$ cat config.mk
export PLATFORM = sky130hd
export DESIGN_NAME = monitor_interrupt_and_thermal_alarm
export DESIGN_NICKNAME = d
export VERILOG_FILES = /design/src/logic/monitor_irq_pkg.sv /design/src/logic/monitor_interrupt_and_thermal_alarm.sv
export VERILOG_INCLUDE_DIRS = /design/src /design/src/logic
export SDC_FILE = /design/constraint.sdc
export NUM_CORES = 1
export LEC_CHECK = 0
export ABC_CLOCK_PERIOD_IN_PS = 5480
export BUFFER_PORTS_ARGS = -buffer_cell sky130_fd_sc_hd__buf_2
export CAP_MARGIN = 30
export CORE_ASPECT_RATIO = 1.1
export CORE_UTILIZATION = 34
export DETAILED_ROUTE_END_ITERATION = 16
export PLACE_DENSITY = 0.6
export SETUP_SLACK_MARGIN = 0.3
export SLEW_MARGIN = 20
export SYNTH_ARGS = -nofsm -noshare
export SYNTH_HDL_FRONTEND = slang
export SYNTH_SLANG_ARGS = --single-unit
$ cat constraint.sdc
create_clock -name i_clock -period 5.48 [get_ports i_clock]
set_clock_uncertainty 0.15 [all_clocks]
set_input_delay 0.274 -clock i_clock [delete_from_list [all_inputs] [get_ports i_clock]]
set_output_delay 0.274 -clock i_clock [all_outputs]
set_load 0.02 [all_outputs]
$ cat src/logic/monitor_irq_cfg.svh
// Offsets, field positions, reset values and counts of the monitor interrupt block
`ifndef MONITOR_IRQ_CFG_SVH
`define MONITOR_IRQ_CFG_SVH

// ****************************************
// Register offsets
// ****************************************
`define OFS_MAIN_CFG 8'h00
`define OFS_PIN_CFG 8'h07
`define OFS_GPIO_CFG_FIRST 8'h08
`define OFS_GPIO_CFG_LAST 8'h0b
`define OFS_THERMAL_ALARM_N_LIM_FIRST 8'h0d
`define OFS_THERMAL_ALARM_N_LIM_SECOND 8'h0e
`define OFS_THERMAL_ALARM_N_LIM_THIRD 8'h0f
`define OFS_MASK_FIRST 8'h18
`define OFS_MASK_LAST 8'h1d
`define OFS_STAT_ONE 8'h20
`define OFS_STAT_TWO 8'h21
`define OFS_STAT_THREE 8'h22
`define OFS_EVENT_STAT_FOUR 8'h23
`define OFS_STAT_FIVE 8'h24
`define OFS_STAT_SIX 8'h25

// ****************************************
// Field positions
// ****************************************
`define MAIN_INT_ENABLE 1
`define MAIN_INT_CLEAR 2
`define MAIN_THERMAL_ALARM_N_ENABLE 4
`define MAIN_AFC_DAC 5
`define MAIN_AFC_PWM 6
`define PIN_SEVENTEEN_GPIO 0
`define PIN_INTRUSION_CLEAR 1
`define PIN_SEVENTEEN_DIR 6
`define PIN_SEVENTEEN_POL 7
`define S4_TEMP_BIT 0
`define S4_THERMAL_ALARM_N_BIT 3
`define S4_AFC_BIT 4
`define S4_INTRUSION_BIT 6
`define S4_PIN_SEVENTEEN_BIT 7

// ****************************************
// Reset values and counts
// ****************************************
`define RST_MAIN_CFG 8'h00
`define RST_PIN_CFG 8'h00
`define RST_GPIO_CFG 8'h00
`define RST_MASK 8'h00
`define RST_THERMAL_ALARM_N_LIM 8'h50
`define THERMAL_ALARM_N_HYST_DEGC 9'sd5
`define HOLDOFF_LOCAL_CONV 2'd2
`define LOCAL_SENSOR 2'd2
`define NO_SENSOR 2'd3

`endif

$ cat src/logic/monitor_irq_pkg.sv
// Types shared by the monitor interrupt block and its surroundings
package monitor_irq_pkg;

   // One finished analog or temperature conversion
   typedef struct packed {
      logic valid;
      logic [4:0] channel;
      logic [1:0] sensor;
      logic [7:0] value;
      logic [7:0] high_limit;
      logic [7:0] low_limit;
   } meas_s;

   // One finished fan period count
   typedef struct packed {
      logic valid;
      logic [2:0] index;
      logic [7:0] count;
      logic [7:0] limit;
   } fan_s;

   // Register access from the management bus engine
   typedef struct packed {
      logic write;
      logic read;
      logic [7:0] addr;
      logic [7:0] wdata;
   } reg_req_s;

endpackage

$ cat src/logic/monitor_interrupt_and_thermal_alarm.sv
// Interrupt aggregation and thermal alarm of the system monitor
// What this block does
// - Out of limit: above high, at/below low
// - Analog status rewritten by every measurement on channels 0 to 16
// - Clear bit and alert response keep limit status bits
// - Mask bit one hides its status bit
// - Masked analog bits set latch driving interrupt
// - Analog latch held off two local conversions
// - Fan start/stop under auto control sets event
// - Alarm change sets event bit, one interrupt
// - Alarm change sets causing channel status bit
// - Fan under-speed sets status, own masked latch
// - Fan latch waits for fan cycle end
// - Pin and intrusion events set status bits
// - Pin and intrusion sources unlatched, uncleared
// - Interrupt enabled only: enable set, clear zero
// - First status read clears interrupt and other banks
// - Alert response address clears interrupt
// - Writing clear bit clears interrupt
// - Alarm from dedicated thermal limits only
// - Alarm enable forces cooling outputs full
// - Alarm releases when all 3 at/below limit minus 5
// - Alarm interrupt only on alarm change
// - External alarm low forces full; gpio ignores
// - Intrusion sticks until clear bit written
// - Output pins auto-masked, seventeenth too
`timescale 1ns/1ps
`default_nettype none
`include "monitor_irq_cfg.svh"

module monitor_interrupt_and_thermal_alarm #(
   parameter int NUM_GPIO = 16
) (
   input wire logic i_clock,
   input wire logic i_rst,
   input wire monitor_irq_pkg::reg_req_s i_reg,
   input wire monitor_irq_pkg::meas_s i_meas,
   input wire monitor_irq_pkg::fan_s i_fan,
   input wire logic i_fan_cycle_end,
   input wire logic i_monitor_cycle_end,
   input wire logic i_fan_start_stop,
   input wire logic i_ara_received,
   input wire logic [NUM_GPIO-1:0] i_gpio_pins,
   input wire logic i_thermal_alarm_n,
   input wire logic i_intrusion_input,
   output logic [7:0] o_reg_rdata,
   output logic o_int_n_out,
   output logic o_int_n_oe,
   output logic o_thermal_alarm_n_out,
   output logic o_thermal_alarm_n_oe,
   output logic o_force_full_scale
);
   import monitor_irq_pkg::*;

   // ****************************************
   // Storage
   // ****************************************
   logic [7:0] main_configuration_reg, pin_function_configuration_reg;
   logic [7:0] thermal_alarm_n_lim_reg [3];
   logic [7:0] mask_reg [6];
   logic [7:0] gpio_cfg_reg [4];
   logic [NUM_GPIO-1:0] gpio_wr_reg;
   logic [16:0] an_stat_reg;
   logic [7:0] fan_stat_reg;
   logic afc_stat_reg, thermal_alarm_n_stat_reg, intr_stat_reg;
   logic [2:0] over_reg;
   logic alarm_reg;
   logic an_latch_reg, fan_latch_reg, evt_latch_reg;
   logic [1:0] holdoff_reg;
   logic fan_hold_reg;
   logic [NUM_GPIO+1:0] pin_meta_reg, pin_sync_reg;

   // ****************************************
   // Decode and clear sources
   // ****************************************
   logic stat1_read, int_clear;
   assign stat1_read = i_reg.read && i_reg.addr == `OFS_STAT_ONE;
   assign int_clear = stat1_read || i_ara_received
      || (i_reg.write && i_reg.addr == `OFS_MAIN_CFG && i_reg.wdata[`MAIN_INT_CLEAR]);

   // Pins come from outside the clock domain; only the second stage is read
   always_ff @(posedge i_clock) begin
      // Reset to the idle pin levels so no false alarm or pin event follows reset
      if (i_rst) begin
         pin_meta_reg <= {1'b0, 1'b1, {NUM_GPIO{1'b1}}};
         pin_sync_reg <= {1'b0, 1'b1, {NUM_GPIO{1'b1}}};
      end else begin
         pin_meta_reg <= {i_intrusion_input, i_thermal_alarm_n, i_gpio_pins};
         pin_sync_reg <= pin_meta_reg;
      end
   end

   logic intr_pin, pin17_pin, pin17_gpio;
   logic [NUM_GPIO-1:0] gpio_pin;
   assign gpio_pin = pin_sync_reg[NUM_GPIO-1:0];
   assign pin17_pin = pin_sync_reg[NUM_GPIO];
   assign intr_pin = pin_sync_reg[NUM_GPIO+1];
   assign pin17_gpio = pin_function_configuration_reg[`PIN_SEVENTEEN_GPIO];

   // ****************************************
   // Limit comparison and thermal alarm
   // ****************************************
   logic is_temp, meas_out;
   logic [2:0] over_next;
   logic alarm_next, thermal_alarm_n_change;
   logic [4:0] cause_ch;
   // Temperatures are two's complement, voltages unsigned
   always_comb begin
      is_temp = i_meas.sensor != `NO_SENSOR;
      if (is_temp) begin
         meas_out = ($signed(i_meas.value) > $signed(i_meas.high_limit))
            || ($signed(i_meas.value) <= $signed(i_meas.low_limit));
      end else begin
         meas_out = (i_meas.value > i_meas.high_limit)
            || (i_meas.value <= i_meas.low_limit);
      end
   end

   // Per-sensor over flag with fixed hysteresis; only dedicated limits count
   always_comb begin
      over_next = over_reg;
      if (i_meas.valid && is_temp) begin
         if ($signed(i_meas.value) > $signed(thermal_alarm_n_lim_reg[i_meas.sensor])) begin
            over_next[i_meas.sensor] = 1'b1;
         end else if ($signed({i_meas.value[7], i_meas.value}) <=
               $signed({thermal_alarm_n_lim_reg[i_meas.sensor][7], thermal_alarm_n_lim_reg[i_meas.sensor]})
               - `THERMAL_ALARM_N_HYST_DEGC) begin
            over_next[i_meas.sensor] = 1'b0;
         end
      end
      alarm_next = |over_next;
      thermal_alarm_n_change = alarm_next != alarm_reg;
      cause_ch = (i_meas.sensor == 2'd2) ? 5'd16 : {3'd0, i_meas.sensor};
   end

   always_ff @(posedge i_clock) begin
      if (i_rst) begin
         over_reg <= '0;
         alarm_reg <= 1'b0;
      end else begin
         over_reg <= over_next;
         alarm_reg <= alarm_next;
      end
   end

   // ****************************************
   // Analog status and latch
   // ****************************************
   // First status read wipes the other banks; the new result still lands
   always_ff @(posedge i_clock) begin
      if (i_rst) begin
         an_stat_reg <= '0;
      end else begin
         if (stat1_read) begin
            an_stat_reg[16:8] <= '0;
         end
         if (i_meas.valid && i_meas.channel < 5'd17) begin
            an_stat_reg[i_meas.channel] <= meas_out;
         end
         if (thermal_alarm_n_change) begin
            an_stat_reg[cause_ch] <= 1'b1;
         end
      end
   end

   logic an_masked;
   assign an_masked = |(an_stat_reg & ~{mask_reg[3][`S4_TEMP_BIT], mask_reg[1], mask_reg[0]});

   // After a clear the latch waits for two local conversions; here clear beats set
   always_ff @(posedge i_clock) begin
      if (i_rst) begin
         an_latch_reg <= 1'b0;
         holdoff_reg <= `HOLDOFF_LOCAL_CONV;
      end else if (int_clear) begin
         an_latch_reg <= 1'b0;
         holdoff_reg <= 2'd0;
      end else begin
         if (i_meas.valid && i_meas.sensor == `LOCAL_SENSOR
               && holdoff_reg != `HOLDOFF_LOCAL_CONV) begin
            holdoff_reg <= holdoff_reg + 2'd1;
         end
         if (holdoff_reg == `HOLDOFF_LOCAL_CONV && an_masked) begin
            an_latch_reg <= 1'b1;
         end
      end
   end

   // ****************************************
   // Fan status and latch
   // ****************************************
   logic fan_masked;
   assign fan_masked = |(fan_stat_reg & ~mask_reg[2]);

   always_ff @(posedge i_clock) begin
      if (i_rst) begin
         fan_stat_reg <= '0;
      end else begin
         if (stat1_read) begin
            fan_stat_reg <= '0;
         end
         if (i_fan.valid) begin
            fan_stat_reg[i_fan.index] <= i_fan.count > i_fan.limit;
         end
      end
   end

   // Hold released by the end of the fan cycle that follows the clear
   always_ff @(posedge i_clock) begin
      if (i_rst) begin
         fan_latch_reg <= 1'b0;
         fan_hold_reg <= 1'b0;
      end else if (int_clear) begin
         fan_latch_reg <= 1'b0;
         fan_hold_reg <= 1'b1;
      end else begin
         if (i_fan_cycle_end) begin
            fan_hold_reg <= 1'b0;
         end
         if (!fan_hold_reg && fan_masked) begin
            fan_latch_reg <= 1'b1;
         end
      end
   end

   // ****************************************
   // One-off events: fan start/stop and alarm change
   // ****************************************
   logic afc_event;
   assign afc_event = i_fan_start_stop
      && (main_configuration_reg[`MAIN_AFC_DAC] || main_configuration_reg[`MAIN_AFC_PWM]);

   // Set wins over the cycle-end or read clear so no event is lost
   always_ff @(posedge i_clock) begin
      if (i_rst) begin
         afc_stat_reg <= 1'b0;
         thermal_alarm_n_stat_reg <= 1'b0;
      end else begin
         if (afc_event) begin
            afc_stat_reg <= 1'b1;
         end else if (i_monitor_cycle_end || stat1_read) begin
            afc_stat_reg <= 1'b0;
         end
         if (thermal_alarm_n_change) begin
            thermal_alarm_n_stat_reg <= 1'b1;
         end else if (i_monitor_cycle_end || stat1_read) begin
            thermal_alarm_n_stat_reg <= 1'b0;
         end
      end
   end

   // Edge-driven latch: a steady alarm never re-raises it after a clear
   always_ff @(posedge i_clock) begin
      if (i_rst) begin
         evt_latch_reg <= 1'b0;
      end else if ((afc_event && !mask_reg[3][`S4_AFC_BIT])
            || (thermal_alarm_n_change && !mask_reg[3][`S4_THERMAL_ALARM_N_BIT])) begin
         evt_latch_reg <= 1'b1;
      end else if (int_clear) begin
         evt_latch_reg <= 1'b0;
      end
   end

   // ****************************************
   // General pins and intrusion
   // ****************************************
   logic [NUM_GPIO-1:0] gpio_dir, gpio_pol, gpio_in_stat;
   for (genvar g = 0; g < NUM_GPIO; g++) begin : g_pin
      assign gpio_dir[g] = gpio_cfg_reg[g / 4][2 * (g % 4)];
      assign gpio_pol[g] = gpio_cfg_reg[g / 4][2 * (g % 4) + 1];
      assign gpio_in_stat[g] = gpio_pin[g] == gpio_pol[g];
   end

   logic [NUM_GPIO-1:0] gpio_stat;
   logic pin17_stat, gpio_src, pin17_src, intr_src;
   assign gpio_stat = (gpio_dir & gpio_wr_reg) | (~gpio_dir & gpio_in_stat);
   assign pin17_stat = pin17_gpio && !pin_function_configuration_reg[`PIN_SEVENTEEN_DIR]
      && pin17_pin == pin_function_configuration_reg[`PIN_SEVENTEEN_POL];
   // Output pins masked by hardware; pin seventeen too, through its direction bit
   assign gpio_src = |(gpio_in_stat & ~gpio_dir & ~{mask_reg[5], mask_reg[4]});
   assign pin17_src = pin17_stat && !mask_reg[3][`S4_PIN_SEVENTEEN_BIT];
   assign intr_src = intr_stat_reg && !mask_reg[3][`S4_INTRUSION_BIT];

   // Intrusion sticks; a still-high input beats the clear bit
   always_ff @(posedge i_clock) begin
      if (i_rst) begin
         intr_stat_reg <= 1'b0;
      end else if (intr_pin) begin
         intr_stat_reg <= 1'b1;
      end else if (pin_function_configuration_reg[`PIN_INTRUSION_CLEAR]) begin
         intr_stat_reg <= 1'b0;
      end
   end

   // ****************************************
   // Register writes
   // ****************************************
   always_ff @(posedge i_clock) begin
      if (i_rst) begin
         main_configuration_reg <= `RST_MAIN_CFG;
         pin_function_configuration_reg <= `RST_PIN_CFG;
         thermal_alarm_n_lim_reg <= '{default: `RST_THERMAL_ALARM_N_LIM};
         mask_reg <= '{default: `RST_MASK};
         gpio_cfg_reg <= '{default: `RST_GPIO_CFG};
         gpio_wr_reg <= '0;
      end else if (i_reg.write) begin
         case (i_reg.addr)
            `OFS_MAIN_CFG: main_configuration_reg <= i_reg.wdata;
            `OFS_PIN_CFG: pin_function_configuration_reg <= i_reg.wdata;
            `OFS_THERMAL_ALARM_N_LIM_FIRST: thermal_alarm_n_lim_reg[0] <= i_reg.wdata;
            `OFS_THERMAL_ALARM_N_LIM_SECOND: thermal_alarm_n_lim_reg[1] <= i_reg.wdata;
            `OFS_THERMAL_ALARM_N_LIM_THIRD: thermal_alarm_n_lim_reg[2] <= i_reg.wdata;
            `OFS_STAT_FIVE: gpio_wr_reg[7:0] <= i_reg.wdata;
            `OFS_STAT_SIX: gpio_wr_reg[15:8] <= i_reg.wdata;
            default: begin
               if (i_reg.addr >= `OFS_MASK_FIRST && i_reg.addr <= `OFS_MASK_LAST) begin
                  mask_reg[i_reg.addr[2:0]] <= i_reg.wdata;
               end
               if (i_reg.addr >= `OFS_GPIO_CFG_FIRST && i_reg.addr <= `OFS_GPIO_CFG_LAST) begin
                  gpio_cfg_reg[i_reg.addr[1:0]] <= i_reg.wdata;
               end
            end
         endcase
      end
   end

   // ****************************************
   // Register reads
   // ****************************************
   logic [7:0] rdata_next, stat4;
   always_comb begin
      stat4 = 8'h00;
      stat4[`S4_TEMP_BIT] = an_stat_reg[16];
      stat4[`S4_THERMAL_ALARM_N_BIT] = thermal_alarm_n_stat_reg;
      stat4[`S4_AFC_BIT] = afc_stat_reg;
      stat4[`S4_INTRUSION_BIT] = intr_stat_reg;
      stat4[`S4_PIN_SEVENTEEN_BIT] = pin17_stat;
      rdata_next = 8'h00;
      case (i_reg.addr)
         `OFS_MAIN_CFG: rdata_next = main_configuration_reg;
         `OFS_PIN_CFG: rdata_next = pin_function_configuration_reg;
         `OFS_THERMAL_ALARM_N_LIM_FIRST: rdata_next = thermal_alarm_n_lim_reg[0];
         `OFS_THERMAL_ALARM_N_LIM_SECOND: rdata_next = thermal_alarm_n_lim_reg[1];
         `OFS_THERMAL_ALARM_N_LIM_THIRD: rdata_next = thermal_alarm_n_lim_reg[2];
         `OFS_STAT_ONE: rdata_next = an_stat_reg[7:0];
         `OFS_STAT_TWO: rdata_next = an_stat_reg[15:8];
         `OFS_STAT_THREE: rdata_next = fan_stat_reg;
         `OFS_EVENT_STAT_FOUR: rdata_next = stat4;
         `OFS_STAT_FIVE: rdata_next = gpio_stat[7:0];
         `OFS_STAT_SIX: rdata_next = gpio_stat[15:8];
         default: begin
            if (i_reg.addr >= `OFS_MASK_FIRST && i_reg.addr <= `OFS_MASK_LAST) begin
               rdata_next = mask_reg[i_reg.addr[2:0]];
            end
            if (i_reg.addr >= `OFS_GPIO_CFG_FIRST && i_reg.addr <= `OFS_GPIO_CFG_LAST) begin
               rdata_next = gpio_cfg_reg[i_reg.addr[1:0]];
            end
         end
      endcase
   end

   // Read data is registered; an unmapped address answers zero
   always_ff @(posedge i_clock) begin
      if (i_rst) begin
         o_reg_rdata <= 8'h00;
      end else if (i_reg.read) begin
         o_reg_rdata <= rdata_next;
      end
   end

   // ****************************************
   // Pin drivers
   // ****************************************
   logic int_any;
   assign int_any = an_latch_reg || fan_latch_reg || evt_latch_reg
      || gpio_src || pin17_src || intr_src;

   // Open-drain outputs only ever pull low
   always_ff @(posedge i_clock) begin
      if (i_rst) begin
         o_int_n_out <= 1'b0;
         o_int_n_oe <= 1'b0;
         o_thermal_alarm_n_out <= 1'b0;
         o_thermal_alarm_n_oe <= 1'b0;
         o_force_full_scale <= 1'b0;
      end else begin
         o_int_n_out <= 1'b0;
         o_int_n_oe <= int_any && main_configuration_reg[`MAIN_INT_ENABLE]
            && !main_configuration_reg[`MAIN_INT_CLEAR];
         o_thermal_alarm_n_out <= 1'b0;
         o_thermal_alarm_n_oe <= alarm_reg && main_configuration_reg[`MAIN_THERMAL_ALARM_N_ENABLE]
            && !pin17_gpio;
         o_force_full_scale <= (alarm_reg && main_configuration_reg[`MAIN_THERMAL_ALARM_N_ENABLE])
            || (!pin17_gpio && !pin17_pin);
      end
   end
endmodule
`default_nettype wire

==> reports/qor.txt <==
Run status: finished, final reports clean
Register area share after synthesis: 38.6%
Crit end category: flip-flop
Max-Cap Viols: 0
Leading post-synthesis cells by cell area: dfxtp_1 (39%), mux2i_1 (9.8%), nor2_1 (5.1%), a21oi_1 (4.8%), ha_1 (4.7%)
Sw power: 0.000943 W
Count leader, synth: dfxtp_1
Die width: 177 um
Worst r2r dst: an_stat_reg[0]$_SDFF_PP0_
Num CTS Buffers: 24
First-pass GRT wire length: 54.9 mm
Routed len/inst: 18.9 um
Met2 wire len: 16.5 mm
Cell Rows: 70
Routed WL: 35.1 mm
Critical Path RT: 5.72 ns
Total I/O pin count: 107
1st-pass router iterations: 6
Nets: 1546
Mapped Area: 11500 um2
Final setup viols: 0
Die area: 34500 um2
Flop2flop setup slack: 1.91 ns
Async SR Flop Fraction: 0%
Hold Slack: 0.000784 ns
Final period util: 68.9%
Slew margin rel.: 37.0%
Warnings from Yosys: 0
Pin count of the biggest net entering global routing: 144
GR Util All Layers: 20.2%
Yosys top cell by area: dfxtp_1
Vias in the first global route: 9781
Reg clk slew, reported paths: 0.06 ns
Crit-path max FO: 17
Share of cells above drive strength 1: 16.7%
Die Height: 195 um
Clock tree sinks: 221
Avg Cell Area, Syn: 8.67 um2
Hold buffer count at cts: 23
Final hold viol count: 0
Grt total ovfl: 0
Final Critical Period: 3.78 ns
Synth top cells by count: dfxtp_1 (221), nor2_1 (156), nand2_1 (116)
Slew Viols, Final: 0
RSZ-0062 raised after global routing: no
Max Clock Freq: 0.265 GHz
Internal power: 0.00293 W
Detailed Place HPWL: 25.1 mm
Worst vdd ir: 0.000219 V
FF+latch count, synth: 221
Arr. time, crit path: 4.02 ns
ANT nets after route: 0
Setup WS pre-CTS: 1.14 ns
Post-synth EDFFs: 0
HP Class: in -> reg
Clk buf depth: 3
Max Used Layer: met4
# Post-CTS Setup Buffers: 0
Area Overhead vs Synth: 16.9%
DRC Markers: 0
TNS Setup: 0 ns
Port bufs: 104
Met3 Routed Length: 2.29 mm
H-tree Lvls: 1
Top-area cell type share of the netlist area: 38.6%
Starting density of the core: 34.5%
Final setup margin: 1.70 ns
Clk_lat worst skew: 0.52 ns
Post-synth top flop: dfxtp_1
RR Startpoint: thermal_alarm_n_lim_reg[8]$_SDFFE_PP0P_
Logic pwr share: 9.4%
Vias/cell: 5.39
RD Place Congestion: 0.949
Power density over the cells: 289 nW/um2
FILL cells: 3332
Root buffer cell: clkbuf_16
Initial antenna violation count: 0
TritonCTS clock tree: yes
Max reg flops: 48
Critical Path End: an_stat_reg[0]$_SDFF_PP0_
Vias post-DR: 10.0k
Critical Path Source: i_meas[25]
Worst Setup Path Type: in -> reg
Core area: 33200 um2
Lkg Pwr: 5.50 nW
Synth unique cells: 71
Sw Ratio: 24.4%
# resized after CTS: 0
Worst-Margin Slew: 0.940 ns
Diode count: 0
Drt first-iter violations: 946
Syn Inst Count: 1323
Setup crit start kind: input port
Reg power frac: 42.6%
Clock power frac: 48.0%
Met1 wire length: 15.1 mm
Worst Reg2Reg Path Length in Cells: 15
[metal layers]
layer  global-route usage, %  vias to the layer above
met4                    6.67                        0
li1                        -                     4846
met3                    2.21                       67
met1                    27.2                     4754
met5                       0                        -
met2                    33.4                      360
[cells by family after synthesis]
logic type / after synthesis / synth area share (%)
simple gates: 503 / 21.3
compound gates: 245 / 14.0
other cells: 1 / 0.0327
mux: 137 / 13.8
xor+xnor: 25 / 1.97
fa+ha+maj: 43 / 4.69
buf+inv: 148 / 5.65
flops: 221 / 38.6
[metrics by stage]
stage / cell area (um2) / util [%] / instances / total power (W)
2_1_floorplan: 11500 / - / 1324 / 0.00191
3_3_place_gp: 12200 / 36.8 / 1790 / 0.00202
3_5_place_dp: 12200 / 36.9 / 1791 / 0.00203
4_1_cts: 13400 / 40.3 / 1858 / 0.00390
5_1_grt: 13400 / 40.4 / 1859 / 0.00400
6_report: 13400 / 40.4 / 1859 / 0.00387
[layout make-up]
type,instances,area (um2),area share [%]
clock buffers,29,671,5.00
clock inverters,15,245,1.83
inverters,69,259,1.93
multi-input cells,955,6400,47.7
flip-flops and latches,221,4420,33.0
well taps,432,541,4.03
repair buffers,138,872,6.50
[how the worst min path moves through the flow]
stage	endpoint	slack, ns	depth (start not counted)	start
2_1_floorplan	pin_meta_reg[0]$_SDFF_PP1_	0.23	1	i_gpio_pins[0]
3_3_place_gp	pin_sync_reg[13]$_SDFF_PP1_	0.25	1	pin_meta_reg[13]$_SDFF_PP1_
3_5_place_dp	pin_sync_reg[11]$_SDFF_PP1_	0.25	1	pin_meta_reg[11]$_SDFF_PP1_
4_1_cts	an_stat_reg[7]$_SDFFE_PP0P_	0.000004	4	i_meas[27]
5_1_grt	gpio_cfg_reg[1]$_SDFFE_PP0P_	0.02	2	i_rst
6_report	gpio_cfg_reg[11]$_SDFFE_PP0P_	0.0008	2	i_rst
[layout by cell type (no fill, tap or decap), drive strengths merged, types with 5 or more instances in the layout]
master,count
a22oi,25
nand2,116
ha,43
a21oi,109
clkinv,7
mux2i,112
buf,115
a221o,7
or3,12
dlygate4sd3,23
mux2,9
a211o,6
inv,66
and3,8
a222oi,8
nand3,89
nand2b,17
clkinvlp,5
xnor2,20
or2,37
a211oi,8
nand4,12
nor3,24
a21o,6
nor2,156
o21ai,19
o22ai,19
o221ai,7
mux4,16
dfxtp,221
xor2,5
clkbuf,29
bufinv,6
o311ai,8
nor2b,11
[power by group through the flow]
stage / clock [W] / combinational, W / sequential (W)
6_report: 0.00186 / 0.000363 / 0.00165
5_1_grt: 0.00195 / 0.000400 / 0.00165
4_1_cts: 0.00189 / 0.000358 / 0.00165
3_5_place_dp: 0 / 0.000345 / 0.00169
3_3_place_gp: 0 / 0.000338 / 0.00169
2_1_floorplan: 0 / 0.000230 / 0.00168
[critical path, stage by stage]
cell and delay, ns:
buf_2 0.25, nor2b_1 0.64, nand2_1 0.09, o21ai_0 0.14
inv_1 0.12, ha_1 0.22, nor2_1 0.15, nor2_1 0.07
xnor2_1 0.15, ha_1 0.31, and4_1 0.24, nor3b_1 0.15
o221ai_1 0.22, nand4_1 0.22, a211oi_4 0.34, xor2_2 0.29
o22ai_1 0.13
Note: power is estimated with default switching activity, not from simulation.
